$ cat src/inc/tdp_cfg.svh
`ifndef TDP_CFG_SVH
`define TDP_CFG_SVH
// address map
`define TDP_DBGSEG_BASE   32'hFF200000
`define TDP_DBGSEG_LAST   32'hFF2FFFFF
`define TDP_BOOT_BASE     32'h1FC00000
`define TDP_BOOT_LAST     32'h1FC02FFF
`define TDP_PROG_BASE     32'h1D000000
`define TDP_PROG_LAST     32'h1D07FFFF
// config words: last four words of boot region
`define TDP_CFG_BASE      32'h1FC02FF0
// page and row sizes in instruction words
`define TDP_PAGE_BIG      1024
`define TDP_PAGE_SMALL    256
`define TDP_ROW_BIG       128
`define TDP_ROW_SMALL     32
// widths
`define TDP_WORD_W        32
`define TDP_IR_W          5
`define TDP_VIR_W         8
// instruction codes
`define TDP_IR_DATA       5'h09
`define TDP_IR_ADDR       5'h08
`define TDP_IR_CTRL       5'h0A
`define TDP_VIR_COMMAND   8'h07
`define TDP_VIR_SW_CPU    8'h05
`define TDP_VIR_SW_VEND   8'h04
// cpu clock
`define TDP_CPU_HZ        8000000
`endif

$ cat src/inc/tdp_pkg.sv
package tdp_pkg;
   typedef enum logic [3:0] {
      TL_RESET, TL_IDLE, TL_SEL_DR, TL_CAP_DR, TL_SH_DR, TL_EX1_DR,
      TL_PAU_DR, TL_EX2_DR, TL_UPD_DR, TL_SEL_IR, TL_CAP_IR, TL_SH_IR,
      TL_EX1_IR, TL_PAU_IR, TL_EX2_IR, TL_UPD_IR
   } tdp_tap_type;
   // 2-wire to 4-wire slot within a bit group
   typedef enum logic [1:0] {
      SL_TDI, SL_TMS, SL_TURN, SL_TDO
   } tdp_slot_type;
   typedef enum logic {
      TS_CPU, TS_VEND
   } tdp_tapsel_type;
endpackage : tdp_pkg

$ cat src/core/tdp_port.sv
`timescale 1ns/1ns
//Operation
//- serial clock advances tap and shifts
//- serial clock resynchronised into core clock
//- one data line carries data and control
//- data sampled on serial clock fall
//- primary and secondary clock/data pin pairs
//- mode select chooses instruction or data path
//- debug segment decoded, only in debug mode
//- instruction shifted in, then handed to cpu in debug mode
//- instruction transfers are 32-bit groups
//- vendor tap with command and switch
//- vendor data shifts become device commands
//- command instruction persists across transfers
//- converter builds 4-wire signalling internally
//- cpu runs from 8 MHz oscillator
//- boot region decoded at its range
//- program region decoded at its range
//- page size per variant
//- row size per variant
//- last four boot words are config
//- flash controller does erase and program
//- mode select sampled on test clock rise
//- data out changes on test clock fall
//- data out driven only while shifting
`include "tdp_cfg.svh"
module tdp_port
   import tdp_pkg::*;
#(
   parameter bit BIG_FLASH = 1'b1
)(
   // clock and reset
   input  wire logic                   CLK,
   input  wire logic                   RESETN,
   // primary pin pair
   input  wire logic                   PRI_CLK_I,
   input  wire logic                   PRI_DATA_I,
   output logic                        PRI_DATA_O,
   output logic                        PRI_DATA_OE,
   // secondary pin pair
   input  wire logic                   SEC_CLK_I,
   input  wire logic                   SEC_DATA_I,
   output logic                        SEC_DATA_O,
   output logic                        SEC_DATA_OE,
   // pair select and cpu state
   input  wire logic                   USE_SECONDARY,
   input  wire logic                   CPU_DEBUG_MODE,
   // cpu instruction hand-off and address decode
   output logic [`TDP_WORD_W-1:0]      CPU_INSTR,
   output logic                        CPU_INSTR_VALID,
   input  wire logic [`TDP_WORD_W-1:0] CPU_DATA_OUT,
   input  wire logic [31:0]            CPU_ADDR,
   output logic                        DBGSEG_HIT,
   output logic                        BOOT_HIT,
   output logic                        PROG_HIT,
   output logic                        CFG_HIT,
   // vendor command and sizes to flash controller, cpu clock enable
   output logic [`TDP_VIR_W-1:0]       FLASH_CMD,
   output logic                        FLASH_CMD_VALID,
   output logic [10:0]                 PAGE_WORDS,
   output logic [7:0]                  ROW_WORDS,
   output logic                        CPU_CLK_EN
);
   // ******************************
   // pin sampling
   // ******************************
   logic p_clk, p_dat, s_clk, s_dat;
   tdp_sync u_pc (.CLK(CLK), .RESETN(RESETN), .d(PRI_CLK_I), .q(p_clk));
   tdp_sync u_pd (.CLK(CLK), .RESETN(RESETN), .d(PRI_DATA_I), .q(p_dat));
   tdp_sync u_sc (.CLK(CLK), .RESETN(RESETN), .d(SEC_CLK_I), .q(s_clk));
   tdp_sync u_sd (.CLK(CLK), .RESETN(RESETN), .d(SEC_DATA_I), .q(s_dat));

   logic sel_reg, pclk_q_reg;
   logic pclk, pdat, pclk_fall, pclk_rise;
   always_ff @(posedge CLK or negedge RESETN) begin
      if (!RESETN) begin
         sel_reg <= 1'b0;
      end else begin
         sel_reg <= USE_SECONDARY;
      end
   end
   assign pclk = sel_reg ? s_clk : p_clk;
   assign pdat = sel_reg ? s_dat : p_dat;
   always_ff @(posedge CLK or negedge RESETN) begin
      if (!RESETN) begin
         pclk_q_reg <= 1'b0;
      end else begin
         pclk_q_reg <= pclk;
      end
   end
   assign pclk_fall = pclk_q_reg & ~pclk;
   assign pclk_rise = ~pclk_q_reg & pclk;

   // ******************************
   // 2-wire to 4-wire converter
   // ******************************
   // each tap bit takes four serial clocks: tdi, tms, turnaround, tdo
   tdp_slot_type slot_reg;
   logic tdi_reg, tms_reg, tck_rise, tck_fall;
   always_ff @(posedge CLK or negedge RESETN) begin
      if (!RESETN) begin
         slot_reg <= SL_TDI;
         tdi_reg  <= 1'b0;
         tms_reg  <= 1'b1;
      end else if (pclk_fall) begin
         unique case (slot_reg)
            SL_TDI:  tdi_reg <= pdat;
            SL_TMS:  tms_reg <= pdat;
            SL_TURN: ;
            SL_TDO:  ;
         endcase
         slot_reg <= tdp_slot_type'(slot_reg + 2'd1);
      end
   end
   // test clock rises after tms slot, falls at tdo slot
   // one cycle late so the tap steps on the tms bit taken at this fall,
   // not on the one left over from the previous tap bit
   logic tck_rise_reg;
   always_ff @(posedge CLK or negedge RESETN) begin
      if (!RESETN) begin
         tck_rise_reg <= 1'b0;
      end else begin
         tck_rise_reg <= pclk_fall & (slot_reg == SL_TMS);
      end
   end
   assign tck_rise = tck_rise_reg;
   assign tck_fall = pclk_rise & (slot_reg == SL_TDO);

   // ******************************
   // tap controllers
   // ******************************
   tdp_tapsel_type tsel_reg;
   tdp_tap_type cst, vst;
   // no test reset pin on the 2-wire side: taps clear on core reset or on tms held high
   // both machines see the same tms; only the selected one shifts
   tdp_tap u_ctap (.CLK(CLK), .RESETN(RESETN), .tck_rise(tck_rise),
                   .tms(tms_reg), .trst(1'b0), .state(cst));
   tdp_tap u_vtap (.CLK(CLK), .RESETN(RESETN), .tck_rise(tck_rise),
                   .tms(tms_reg), .trst(1'b0), .state(vst));

   logic [`TDP_IR_W-1:0]   cir_sh_reg, cir_reg;
   logic [`TDP_VIR_W-1:0]  vir_sh_reg, vir_reg;
   logic [`TDP_WORD_W-1:0] cdr_reg, vdr_reg;
   tdp_tap_type st;
   assign st = (tsel_reg == TS_CPU) ? cst : vst;

   // cpu tap: instruction and data registers
   always_ff @(posedge CLK or negedge RESETN) begin
      if (!RESETN) begin
         cir_sh_reg <= '0;
         cir_reg    <= `TDP_IR_DATA;
         cdr_reg    <= '0;
      end else if (tck_rise && tsel_reg == TS_CPU) begin
         unique case (cst)
            TL_RESET:  cir_reg <= `TDP_IR_DATA;
            TL_CAP_IR: cir_sh_reg <= `TDP_IR_W'h01;
            TL_SH_IR:  cir_sh_reg <= {tdi_reg, cir_sh_reg[`TDP_IR_W-1:1]};
            TL_UPD_IR: cir_reg <= cir_sh_reg;
            TL_CAP_DR: cdr_reg <= CPU_DATA_OUT;
            TL_SH_DR:  cdr_reg <= {tdi_reg, cdr_reg[`TDP_WORD_W-1:1]};
            default: ;
         endcase
      end
   end
   // vendor tap
   always_ff @(posedge CLK or negedge RESETN) begin
      if (!RESETN) begin
         vir_sh_reg <= '0;
         vir_reg    <= `TDP_VIR_COMMAND;
         vdr_reg    <= '0;
      end else if (tck_rise && tsel_reg == TS_VEND) begin
         unique case (vst)
            TL_RESET:  vir_reg <= `TDP_VIR_COMMAND;
            TL_CAP_IR: vir_sh_reg <= `TDP_VIR_W'h01;
            TL_SH_IR:  vir_sh_reg <= {tdi_reg, vir_sh_reg[`TDP_VIR_W-1:1]};
            TL_UPD_IR: vir_reg <= vir_sh_reg;
            TL_CAP_DR: vdr_reg <= '0;
            TL_SH_DR:  vdr_reg <= {tdi_reg, vdr_reg[`TDP_WORD_W-1:1]};
            default: ;
         endcase
      end
   end
   // tap switch: held until the other tap's switch instruction
   always_ff @(posedge CLK or negedge RESETN) begin
      if (!RESETN) begin
         tsel_reg <= TS_VEND;
      end else if (tck_rise && vst == TL_UPD_IR && tsel_reg == TS_VEND) begin
         if (vir_sh_reg == `TDP_VIR_SW_CPU) begin
            tsel_reg <= TS_CPU;
         end
      end else if (tck_rise && cst == TL_UPD_IR && tsel_reg == TS_CPU) begin
         if (cir_sh_reg == `TDP_IR_W'(`TDP_VIR_SW_VEND)) begin
            tsel_reg <= TS_VEND;
         end
      end
   end

   // ******************************
   // cpu and flash hand-off
   // ******************************
   logic shift_upd;
   assign shift_upd = tck_rise & (st == TL_UPD_DR);
   always_ff @(posedge CLK or negedge RESETN) begin
      if (!RESETN) begin
         CPU_INSTR       <= '0;
         CPU_INSTR_VALID <= 1'b0;
      end else begin
         CPU_INSTR_VALID <= 1'b0;
         if (shift_upd && tsel_reg == TS_CPU && cir_reg == `TDP_IR_DATA
             && CPU_DEBUG_MODE) begin
            CPU_INSTR       <= cdr_reg;
            CPU_INSTR_VALID <= 1'b1;
         end
      end
   end
   always_ff @(posedge CLK or negedge RESETN) begin
      if (!RESETN) begin
         FLASH_CMD       <= '0;
         FLASH_CMD_VALID <= 1'b0;
      end else begin
         FLASH_CMD_VALID <= 1'b0;
         if (shift_upd && tsel_reg == TS_VEND
             && vir_reg == `TDP_VIR_COMMAND) begin
            FLASH_CMD       <= vdr_reg[`TDP_WORD_W-1 -: `TDP_VIR_W];
            FLASH_CMD_VALID <= 1'b1;
         end
      end
   end
   // address decode
   always_ff @(posedge CLK or negedge RESETN) begin
      if (!RESETN) begin
         DBGSEG_HIT <= 1'b0;
         BOOT_HIT   <= 1'b0;
         PROG_HIT   <= 1'b0;
         CFG_HIT    <= 1'b0;
         PAGE_WORDS <= '0;
         ROW_WORDS  <= '0;
      end else begin
         DBGSEG_HIT <= CPU_DEBUG_MODE && CPU_ADDR >= `TDP_DBGSEG_BASE
                       && CPU_ADDR <= `TDP_DBGSEG_LAST;
         BOOT_HIT   <= CPU_ADDR >= `TDP_BOOT_BASE
                       && CPU_ADDR <= `TDP_BOOT_LAST;
         PROG_HIT   <= CPU_ADDR >= `TDP_PROG_BASE
                       && CPU_ADDR <= `TDP_PROG_LAST;
         CFG_HIT    <= CPU_ADDR >= `TDP_CFG_BASE
                       && CPU_ADDR <= `TDP_BOOT_LAST;
         PAGE_WORDS <= BIG_FLASH ? 11'(`TDP_PAGE_BIG)
                                 : 11'(`TDP_PAGE_SMALL);
         ROW_WORDS  <= BIG_FLASH ? 8'(`TDP_ROW_BIG)
                                 : 8'(`TDP_ROW_SMALL);
      end
   end

   // ******************************
   // cpu clock enable
   // ******************************
   localparam int CPU_DIV = 100000000 / `TDP_CPU_HZ;
   logic [4:0] div_reg;
   always_ff @(posedge CLK or negedge RESETN) begin
      if (!RESETN) begin
         div_reg    <= '0;
         CPU_CLK_EN <= 1'b0;
      end else begin
         CPU_CLK_EN <= (div_reg == 5'(CPU_DIV - 1));
         div_reg    <= (div_reg == 5'(CPU_DIV - 1)) ? 5'h00 : div_reg + 5'h01;
      end
   end

   // ******************************
   // data out on the line
   // ******************************
   logic tdo_bit, tdo_en;
   always_comb begin
      tdo_bit = 1'b0;
      tdo_en  = 1'b0;
      if (st == TL_SH_DR) begin
         tdo_en  = 1'b1;
         tdo_bit = (tsel_reg == TS_CPU) ? cdr_reg[0] : vdr_reg[0];
      end else if (st == TL_SH_IR) begin
         tdo_en  = 1'b1;
         tdo_bit = (tsel_reg == TS_CPU) ? cir_sh_reg[0] : vir_sh_reg[0];
      end
   end
   logic tdo_reg, tdo_en_reg;
   always_ff @(posedge CLK or negedge RESETN) begin
      if (!RESETN) begin
         tdo_reg    <= 1'b0;
         tdo_en_reg <= 1'b0;
      end else if (tck_fall) begin
         tdo_reg    <= tdo_bit;
         tdo_en_reg <= tdo_en;
      end else if (pclk_fall && slot_reg == SL_TDO) begin
         tdo_en_reg <= 1'b0;
      end
   end
   always_ff @(posedge CLK or negedge RESETN) begin
      if (!RESETN) begin
         PRI_DATA_O  <= 1'b0;
         PRI_DATA_OE <= 1'b0;
         SEC_DATA_O  <= 1'b0;
         SEC_DATA_OE <= 1'b0;
      end else begin
         PRI_DATA_O  <= tdo_reg;
         SEC_DATA_O  <= tdo_reg;
         PRI_DATA_OE <= tdo_en_reg & ~sel_reg;
         SEC_DATA_OE <= tdo_en_reg & sel_reg;
      end
   end
endmodule : tdp_port

$ cat src/core/tdp_sync.sv
`timescale 1ns/1ns
module tdp_sync (
   // clock and reset
   input  wire logic CLK,
   input  wire logic RESETN,
   // level
   input  wire logic d,
   output logic      q
);
   logic s1_reg;
   always_ff @(posedge CLK or negedge RESETN) begin
      if (!RESETN) begin
         s1_reg <= 1'b0;
         q      <= 1'b0;
      end else begin
         s1_reg <= d;
         q      <= s1_reg;
      end
   end
endmodule : tdp_sync

$ cat src/core/tdp_tap.sv
`timescale 1ns/1ns
// generic tap state machine advanced by a clock-enable pulse
module tdp_tap
   import tdp_pkg::*;
(
   // clock and reset
   input  wire logic  CLK,
   input  wire logic  RESETN,
   // 4-wire side
   input  wire logic  tck_rise,
   input  wire logic  tms,
   input  wire logic  trst,
   output tdp_tap_type state
);
   tdp_tap_type state_next;
   always_comb begin
      state_next = state;
      unique case (state)
         TL_RESET:  state_next = tms ? TL_RESET  : TL_IDLE;
         TL_IDLE:   state_next = tms ? TL_SEL_DR : TL_IDLE;
         TL_SEL_DR: state_next = tms ? TL_SEL_IR : TL_CAP_DR;
         TL_CAP_DR: state_next = tms ? TL_EX1_DR : TL_SH_DR;
         TL_SH_DR:  state_next = tms ? TL_EX1_DR : TL_SH_DR;
         TL_EX1_DR: state_next = tms ? TL_UPD_DR : TL_PAU_DR;
         TL_PAU_DR: state_next = tms ? TL_EX2_DR : TL_PAU_DR;
         TL_EX2_DR: state_next = tms ? TL_UPD_DR : TL_SH_DR;
         TL_UPD_DR: state_next = tms ? TL_SEL_DR : TL_IDLE;
         TL_SEL_IR: state_next = tms ? TL_RESET  : TL_CAP_IR;
         TL_CAP_IR: state_next = tms ? TL_EX1_IR : TL_SH_IR;
         TL_SH_IR:  state_next = tms ? TL_EX1_IR : TL_SH_IR;
         TL_EX1_IR: state_next = tms ? TL_UPD_IR : TL_PAU_IR;
         TL_PAU_IR: state_next = tms ? TL_EX2_IR : TL_PAU_IR;
         TL_EX2_IR: state_next = tms ? TL_UPD_IR : TL_SH_IR;
         TL_UPD_IR: state_next = tms ? TL_SEL_DR : TL_IDLE;
      endcase
   end
   always_ff @(posedge CLK or negedge RESETN) begin
      if (!RESETN) begin
         state <= TL_RESET;
      end else if (trst) begin
         state <= TL_RESET;
      end else if (tck_rise) begin
         state <= state_next;
      end
   end
endmodule : tdp_tap

$ cat config.mk
export PLATFORM = sky130hd
export DESIGN_NAME = tdp_port
export DESIGN_NICKNAME = d
export VERILOG_FILES = /design/src/inc/tdp_pkg.sv /design/src/core/tdp_port.sv /design/src/core/tdp_sync.sv /design/src/core/tdp_tap.sv
export VERILOG_INCLUDE_DIRS = /design/src /design/src/inc
export SDC_FILE = /design/constraint.sdc
export NUM_CORES = 1
export LEC_CHECK = 0
export BUFFER_PORTS_ARGS = -buffer_cell sky130_fd_sc_hd__buf_2
export CAP_MARGIN = 0
export CORE_AREA = 2 2 129 106
export DETAILED_ROUTE_END_ITERATION = 7
export DIE_AREA = 0 0 131 108
export GPL_ROUTABILITY_DRIVEN = 1
export HOLD_SLACK_MARGIN = 0.06
export PLACE_DENSITY = 0.94
export RECOVER_POWER = 100
export SLEW_MARGIN = 20
export SYNTH_ARGS = -nofsm -noshare
export SYNTH_HDL_FRONTEND = slang
export SYNTH_HIERARCHICAL = 1
export SYNTH_SLANG_ARGS = --single-unit
$ cat constraint.sdc
create_clock -name CLK -period 6.02 [get_ports CLK]
set_clock_uncertainty 0.2 [all_clocks]
set_input_delay 1.204 -clock CLK [delete_from_list [all_inputs] [get_ports CLK]]
set_output_delay 1.204 -clock CLK [all_outputs]
set_load 0.01 [all_outputs]
# [Yosys cells after proc, flatten, opt, wreduce, memory -nomap -nowiden]
# Index checks and enable logic that the tools add are counted.
[classes] n_mux=38 bitwise=11 reduce_logical=44 shifts=0 add_sub_neg=2 div_mod_pow=0 eq_ne=41 magnitude_cmp=7 multipliers=0
[ops] operator="$pmux 32 s2" count=2
[ops] operator="$ge 32x29->1 const B" count=3
[ops] operator="$pmux 4 s12" count=2
[ops] operator="$eq 4x4->1 const B" count=18
[ops] operator="$le 32x29->1 const B" count=2
[ops] operator="$eq 4x3->1 const B" count=9
[ops] operator="$ge 32x32->1 const B" count=1
[ops] operator="$le 32x32->1 const B" count=1
[ops] operator="$pmux 8 s2" count=2
[ops] operator="$mux 4" count=5
[ops] operator="$pmux 5 s2" count=2
[ops] operator="$mux 1" count=19
[ops] operator="$reduce_bool 2->1" count=9
[ops] operator="$logic_and 1x1->1" count=17
[ops] operator="$eq 4x2->1 const B" count=4
[ops] operator="$eq 8x3->1 const B" count=2
[ops] operator="$reduce_and 2->1" count=8
[ops] operator="$eq 5x4->1 const B" count=2
[ops] operator="$eq 4x1->1 const B" count=2
[ops] operator="$logic_not 4->1" count=2
[ops] operator="$reduce_or 2->1" count=4
[ops] operator="$and 1x1->1" count=7
[ops] operator="$mux 2" count=3
[ops] operator="$mux 3" count=2
[ops] operator="other kinds (11)" count=15
[word_totals] regBits=172 word_cells=182 romBits=0 latchBits=0 memories=0 ramBits=0 inputBits=72

# [Longest topological paths before layout]
# Gate-level depths: netlist of the first run.
[logic_depth] ltp_word=7 mapped_depth=7 mapped_depth_nobuf=4

# [Modules after synthesis]
# Netlist of the first run, hierarchy kept.
[by_module_without_submodules] module="tdp_port" n_inst=1 cells_each=535 seq_area_each_um2=3912.5 area_each_um2=6567.5
[by_module_without_submodules] module="tdp_tap" n_inst=2 cells_each=46 seq_area_each_um2=100.1 area_each_um2=390.4
[by_module_without_submodules] module="tdp_sync" n_inst=4 cells_each=2 seq_area_each_um2=50.0 area_each_um2=50.0

# [Worst setup path before layout of the first run]
# Ideal clock, no wire load.
[synth_path] path_kind="input-to-reg" startpoint="input CPU_DEBUG_MODE" endpoint="register CPU_INSTR[10]" setup_ns=0.128 slack_ns=3.040 path_stages=4 path_buffers=1 t_arrival_ns=2.653 required_ns=5.692 cell_sequence="or4bb_1 nor4_4 buf_4 mux2_1"
[synth_via] elab_chain_len=1
[synth_lines] item="start: declaration" line_no="tdp_port.sv:47" text="input wire logic CPU_DEBUG_MODE,"
[synth_lines] item="$logic_and 1x1->1" line_no="tdp_port.sv:209" text="if (shift_upd && tsel_reg == TS_CPU && cir_reg == `TDP_IR_DATA"
[synth_lines] item="end signal: assignment" line_no="tdp_port.sv:211" text="CPU_INSTR <= cdr_reg;"
[synth_lines] item="end: declaration" line_no="tdp_port.sv:49" text="output logic [`TDP_WORD_W-1:0] CPU_INSTR,"
# No other way between the ends.
# A chain may end at the register's enable or synchronous reset.

# [Worst setup path in the final report of the first run]
[layout_path] startpoint="input CPU_DEBUG_MODE" endpoint="register CPU_INSTR[0]"
# Same word-level chain as after synthesis.

==> flow_metrics.env, run 1 <==
export IMPL_place_gp_congestion=0.786
export IMPL_grt_pass1_vias=5026
export IMPL_startpoint_type="input port"
export IMPL_hold_class="reg2reg"
export IMPL_vias_per_cell=5.56
export IMPL_die_h_um=108
export IMPL_post_cts_buffers=0
export IMPL_core_area_um2=12700
export IMPL_ant_nets=0
export IMPL_nets=821
export IMPL_antenna_cells=0
export IMPL_drtPass1Iterations=4
export IMPL_cp_slowest_stage_delay_ns=1.46
export IMPL_critical_path_top_delay_family="buffers and inverters"
export IMPL_dp_hpwl_um=9510
export IMPL_grt_max_degree=66
export IMPL_cts_resized=0
export IMPL_n_fill_cell=966
export IMPL_areaGrowthSynthToFinish_pct=14.4
export IMPL_num_vias=5186
export IMPL_syn_area_per_cell_um2=11.9
export IMPL_grt_pass1_wl_um=23900
export IMPL_ios=142
export IMPL_synth_xor_area_frac=0.00696
export IMPL_dieArea_um2=14100
export IMPL_clkTransAtPathRegs_ns=0.06
export IMPL_clock_sinks=172
export IMPL_violations="max-capacitance violations, max-slew violations"
export IMPL_dieWidth_um=131
export IMPL_vdd_drop_max_mv=0.229
export IMPL_ys_seq_elements=172
export IMPL_path_cells="clkbuf_1 -> or4bb_1 -> nor4_4 -> clkbuf_1 -> mux2_2"
export IMPL_finalSetupTns_ns=0
export IMPL_critPathBufInv=2
export IMPL_synth_compound_area_frac=0.132
export IMPL_dpl_instance_area_um2=8150
export IMPL_ys_flop_type="dfrtp_1"
export IMPL_final_area_um2=8630
export IMPL_port_buffers=120
export IMPL_critPathMaxFanout=33
export IMPL_power_leakage_nw=4.06
export IMPL_drcViolationCount=0
export IMPL_slew_viol_final=228
export IMPL_holdBufCountCts=0
export IMPL_final_min_clock_period_ns=3.99
export IMPL_antenna_found_initial=0
export IMPL_synthCells=635
export IMPL_critPathKind="in2reg"
export IMPL_synth_area_um2=7550
export IMPL_period_share=0.663
export IMPL_path_common_cell="clkbuf_1"
export IMPL_most_common_layout_cells="165 x dfrtp_1, 64 x buf_2, 60 x nand2_1"
export IMPL_yosys_area_share_adder=0.00663
export IMPL_tritoncts="yes"
export IMPL_final_common_cell="dfrtp_1"
export IMPL_cts_buffer_depth=2
export IMPL_required_ns=6.11
export IMPL_h_tree_depth=4
export IMPL_wl_um=14400
export IMPL_synthSimpleGateAreaFrac=0.116
export IMPL_rsz0062_at_grt="no"
export IMPL_endpoint_kind="flip-flop"
export IMPL_synth_edff_count=0
export IMPL_hold_viol=0
export IMPL_postSynth_asyncResetShare=1.00
export IMPL_layout_drive_gt1_share=0.170
export IMPL_track_usage=0.216
export IMPL_worst_pin_slew_ns=2.56
export IMPL_status="finished, violations left"
export IMPL_p_per_area_nw_per_um2=293
export IMPL_max_freq_mhz=251
export IMPL_synth_top_family_by_area="compound AO/OA/AOI/OAI gates"
export IMPL_wl_per_cell_um=15.5
export IMPL_clk_latency_ns=0.41
export IMPL_cts_made_buffers=17
export IMPL_root_buffer="clkbuf_16"
export IMPL_worst_endpoint_arrival_ns=4.08
export IMPL_cp_slowest_cell="clkbuf_1"
export IMPL_rows=37
export IMPL_cap_violations=6
export IMPL_ys_seq_area_frac=0.571
export IMPL_synth_mux_area_frac=0.113
export IMPL_grt_overflow_total=0
export IMPL_yosysUniqueCellTypes=64
export IMPL_relSlewSlack=-0.707
export IMPL_drtIter0Drc=361
export IMPL_ys_warn_count=6
export IMPL_initial_utilization=0.593
export IMPL_setup_violations=0
-- worst register-to-register path, stage by stage (launching register included) --
cell	delay, ns
dfrtp_1	0.65
nor4b_1	0.39
clkbuf_1	1.79
mux2i_1	0.30
a21oi_1	0.33
a22o_1	0.16
-- synth_stat cells (3+ instances only) --
cell type | instances | area share
and3b_1 | 3 | 0.0035
buf_6 | 4 | 0.0060
buf_2 | 9 | 0.0060
buf_4 | 27 | 0.027
a21o_1 | 5 | 0.0050
mux2_2 | 11 | 0.016
a21oi_1 | 7 | 0.0046
a31oi_1 | 5 | 0.0041
inv_1 | 10 | 0.0050
nor2_2 | 4 | 0.0033
nand4_1 | 7 | 0.0058
nand2_1 | 60 | 0.030
dfrtp_1 | 165 | 0.55
mux2i_1 | 37 | 0.049
nand2b_1 | 10 | 0.0083
and3_1 | 3 | 0.0025
nor4b_1 | 3 | 0.0035
xor2_1 | 3 | 0.0035
nor2_1 | 23 | 0.011
o21ai_0 | 47 | 0.031
or3_1 | 3 | 0.0025
o21ai_1 | 6 | 0.0040
nor3_1 | 5 | 0.0033
mux2_1 | 32 | 0.048
clkbuf_1 | 16 | 0.0080
nor2b_1 | 9 | 0.0075
dfstp_2 | 7 | 0.024
nor4_1 | 4 | 0.0033
xnor2_1 | 3 | 0.0035
a32oi_1 | 4 | 0.0046
a22o_1 | 40 | 0.046
nand3_1 | 9 | 0.0060
ha_1 | 4 | 0.0066
-- per-layer routing --
layer | share of wire | global-route usage | up-vias
li1 | - | - | 2463
met1 | 0.46 | 0.293 | 2546
met2 | 0.48 | 0.353 | 160
met3 | 0.043 | 0.0426 | 17
met4 | 0.015 | 0.0699 | 0
met5 | 0 | 0 | -
-- cell families after synthesis --
family,after synthesis
AOI/OAI and AO/OA,141
muxes,80
adders and majority gates,4
DFF,172
xor gates and xnor gates,6
buffers and inverters,68
and+or+nand+nor,162
other,2
-- metrics by stage --
step	utilization	power, mW	instances	worst slack (ns)	hold WS (ns)
after floorplan	-	1.37	657	3.04	0.131
after global placement	0.640	1.42	901	2.77	0.133
after detailed placement	0.640	1.43	901	2.71	0.135
after CTS	0.688	2.56	932	2.95	0.149
after global routing	0.678	2.64	932	1.61	0.153
final	0.678	2.53	932	2.03	0.148
-- final cells by class --
| cell class | instances | area [um^2] | area share |
|---|---|---|---|
| Inverter | 12 | 45.0 | 0.00522 |
| Sequential cell | 172 | 4310 | 0.500 |
| Tap cell | 175 | 219 | 0.0254 |
| Timing Repair Buffer | 125 | 561 | 0.0649 |
| Multi-Input combinational cell | 417 | 2890 | 0.334 |
| Clock buffer | 17 | 425 | 0.0493 |
| Clock inverter | 14 | 183 | 0.0212 |
-- worst paths after layout --
check                                 from              end  slack (ns)  cells after the start
max                         CPU_DEBUG_MODE     CPU_INSTR[0]        2.03                      5
min                            u_pd/s1_reg           u_pd/q        0.15                      0
max reg2reg                u_ctap/state[0]          tdo_reg        2.13                      5
min reg2reg                    u_pd/s1_reg           u_pd/q        0.15                      0
max in group asynchronous           RESETN  u_ctap/state[2]        2.26                      2
min in group asynchronous           RESETN     FLASH_CMD[0]        0.56                      1
-- power by group --
group          leakage (nW)  internal (mW)  switching (mW)  total [mW]
sequential             2.18           1.19          0.0632        1.25
combinational          1.59         0.0741          0.0853       0.159
clock                 0.298          0.661           0.460        1.12
(Power assumes the default switching activity.)
==> run 2: changes to the inputs <==
--- a/config.mk
+++ b/config.mk
@@ -8,12 +8,12 @@
 export LEC_CHECK = 0
 export BUFFER_PORTS_ARGS = -buffer_cell sky130_fd_sc_hd__buf_2
 export CAP_MARGIN = 0
-export CORE_AREA = 2 2 129 106
+export CORE_AREA = 2 2 141 115
 export DETAILED_ROUTE_END_ITERATION = 7
-export DIE_AREA = 0 0 131 108
+export DIE_AREA = 0 0 143 117
 export GPL_ROUTABILITY_DRIVEN = 1
 export HOLD_SLACK_MARGIN = 0.06
-export PLACE_DENSITY = 0.94
+export PLACE_DENSITY = 0.85
 export RECOVER_POWER = 100
 export SLEW_MARGIN = 20
 export SYNTH_ARGS = -nofsm -noshare
==> constraint.sdc (replaced) <==
create_clock -name CLK -period 3.6 [get_ports CLK]
set_clock_uncertainty 0.2 [all_clocks]
set_input_delay 0.72 -clock CLK [delete_from_list [all_inputs] [get_ports CLK]]
set_output_delay 0.72 -clock CLK [all_outputs]
set_load 0.01 [all_outputs]
==> run 2 against run 1 <==
Compared with the run above: the flow still finishes with violations (max-capacitance violations, max-slew violations); sequential share of layout area shrank 0.84 points; combinational power grew 69%; non-clock buffer count is the same; core utilization shrank 11 points; sequential cell count is the same; global-route usage shrank 2.4 points; sequential power grew 67%; largest power group unchanged; final cell count grew 4.4%; total power grew 69%; routed wire length grew 4.2%; setup slack lost 1.1 ns.
==> flow_metrics.env, run 2 (synthesized netlist as in run 1, its figures left out) <==
export IMPL_critPathMaxFanout=33
export IMPL_cp_startpoint="u_vtap/state[0]"
export IMPL_num_vias=5221
export IMPL_timing_hold_ws_ns=0.148
export IMPL_antenna_cells=0
export IMPL_clkTransAtPathRegs_ns=0.07
export IMPL_relSlewSlack=-0.420
export IMPL_h_tree_depth=4
export IMPL_post_cts_buffers=0
export IMPL_grt_overflow_total=0
export IMPL_root_buffer="clkbuf_16"
export IMPL_antenna_found_initial=0
export IMPL_p_per_area_nw_per_um2=487
export IMPL_die_h_um=117
export IMPL_rows=41
export IMPL_status="finished, violations left"
export IMPL_hold_class="reg2reg"
export IMPL_power_leakage_nw=4.12
export IMPL_wl_um=15100
export IMPL_tritoncts="yes"
export IMPL_critPathKind="reg2reg"
export IMPL_hold_viol=0
export IMPL_slew_viol_final=85
export IMPL_clock_sinks=172
export IMPL_track_usage=0.192
export IMPL_most_common_layout_cells="165 x dfrtp_1, 66 x buf_2, 60 x nand2_1"
export IMPL_ff2ff_path_depth=5
export IMPL_crit_path_end="CPU_INSTR[1]"
export IMPL_nets=821
export IMPL_wl_per_cell_um=15.5
export IMPL_grt_pass1_wl_um=25300
export IMPL_drtPass1Iterations=5
export IMPL_cts_made_buffers=17
export IMPL_final_min_clock_period_ns=2.71
export IMPL_vias_per_cell=5.37
export IMPL_dp_hpwl_um=9680
export IMPL_rr_startpoint="u_vtap/state[0]"
export IMPL_finalSetupTns_ns=0
export IMPL_final_common_cell="dfrtp_1"
export IMPL_core_area_um2=15400
export IMPL_setup_violations=0
export IMPL_port_buffers=120
export IMPL_grt_max_degree=87
export IMPL_r2r_end="CPU_INSTR[1]"
export IMPL_initial_utilization=0.489
export IMPL_stdcell_count=973
export IMPL_worst_endpoint_arrival_ns=2.82
export IMPL_required_ns=3.71
export IMPL_total_power_mw=4.27
export IMPL_violations="max-capacitance violations, max-slew violations"
export IMPL_dieArea_um2=16700
export IMPL_drtIter0Drc=433
export IMPL_cts_resized=0
export IMPL_ant_nets=0
export IMPL_max_freq_mhz=368
export IMPL_finalCoreUtilization=0.569
export IMPL_rsz0062_at_grt="no"
export IMPL_cap_violations=1
export IMPL_drcViolationCount=0
export IMPL_worst_pin_slew_ns=2.13
export IMPL_endpoint_kind="flip-flop"
export IMPL_cts_buffer_depth=2
export IMPL_holdBufCountCts=0
export IMPL_ios=142
export IMPL_r2r_slack_ns=0.89
export IMPL_vdd_drop_max_mv=0.342
export IMPL_period_share=0.754
export IMPL_grt_pass1_vias=5197
export IMPL_dp_cells=941
export IMPL_dieWidth_um=143
export IMPL_place_gp_congestion=0.806
export IMPL_layout_drive_gt1_share=0.185
export IMPL_clk_latency_ns=0.43
export IMPL_startpoint_type="flip-flop"
export IMPL_areaGrowthSynthToFinish_pct=16.3
-- run 2: metrics by stage --
stage	cell area, um^2	setup WS, ns
global route	8780	0.754
floorplan	7630	1.10
CTS	8870	0.904
finish	8780	0.885
detailed placement	8240	0.795
global placement	8240	0.836
-- run 2: power by group --
group          leakage [nW]  internal, mW  total, mW  switching [mW]
sequential             2.18          1.98       2.09           0.102
clock                 0.305          1.07       1.92           0.852
combinational          1.64         0.127      0.269           0.141
-- run 2: per-layer routing --
layer / GRT usage / vias up / share of wire
li1: - / 2464 / -
met1: 0.263 / 2578 / 0.46
met3: 0.0362 / 27 / 0.046
met2: 0.310 / 152 / 0.47
met5: 0 / - / 0
met4: 0.0673 / 0 / 0.017
-- run 2: critical path: stages (launching register included) --
cell and delay [ns]:
dfrtp_1 0.70, nor3b_2 0.27, o22ai_1 0.24, nor4_4 0.32, buf_4 0.46, mux2_2 0.39
-- run 2: worst min path at each step --
stage / from / to / cells after the start
floorplan: u_pc/s1_reg / u_pc/q / 0
detailed placement: u_sd/s1_reg / u_sd/q / 0
global placement: u_pd/s1_reg / u_pd/q / 0
global route: u_pd/s1_reg / u_pd/q / 0
CTS: u_sd/s1_reg / u_sd/q / 0
finish: u_sd/s1_reg / u_sd/q / 0
-- run 2: cell type report --
cell class                      instances  area, um^2
Fill cell                            1244        6660
Sequential cell                       172        4310
Multi-Input combinational cell        417        2920
Timing Repair Buffer                  125         609
Clock buffer                           18         429
Tap cell                              215         269
Clock inverter                         14         198
Inverter                               12        45.0
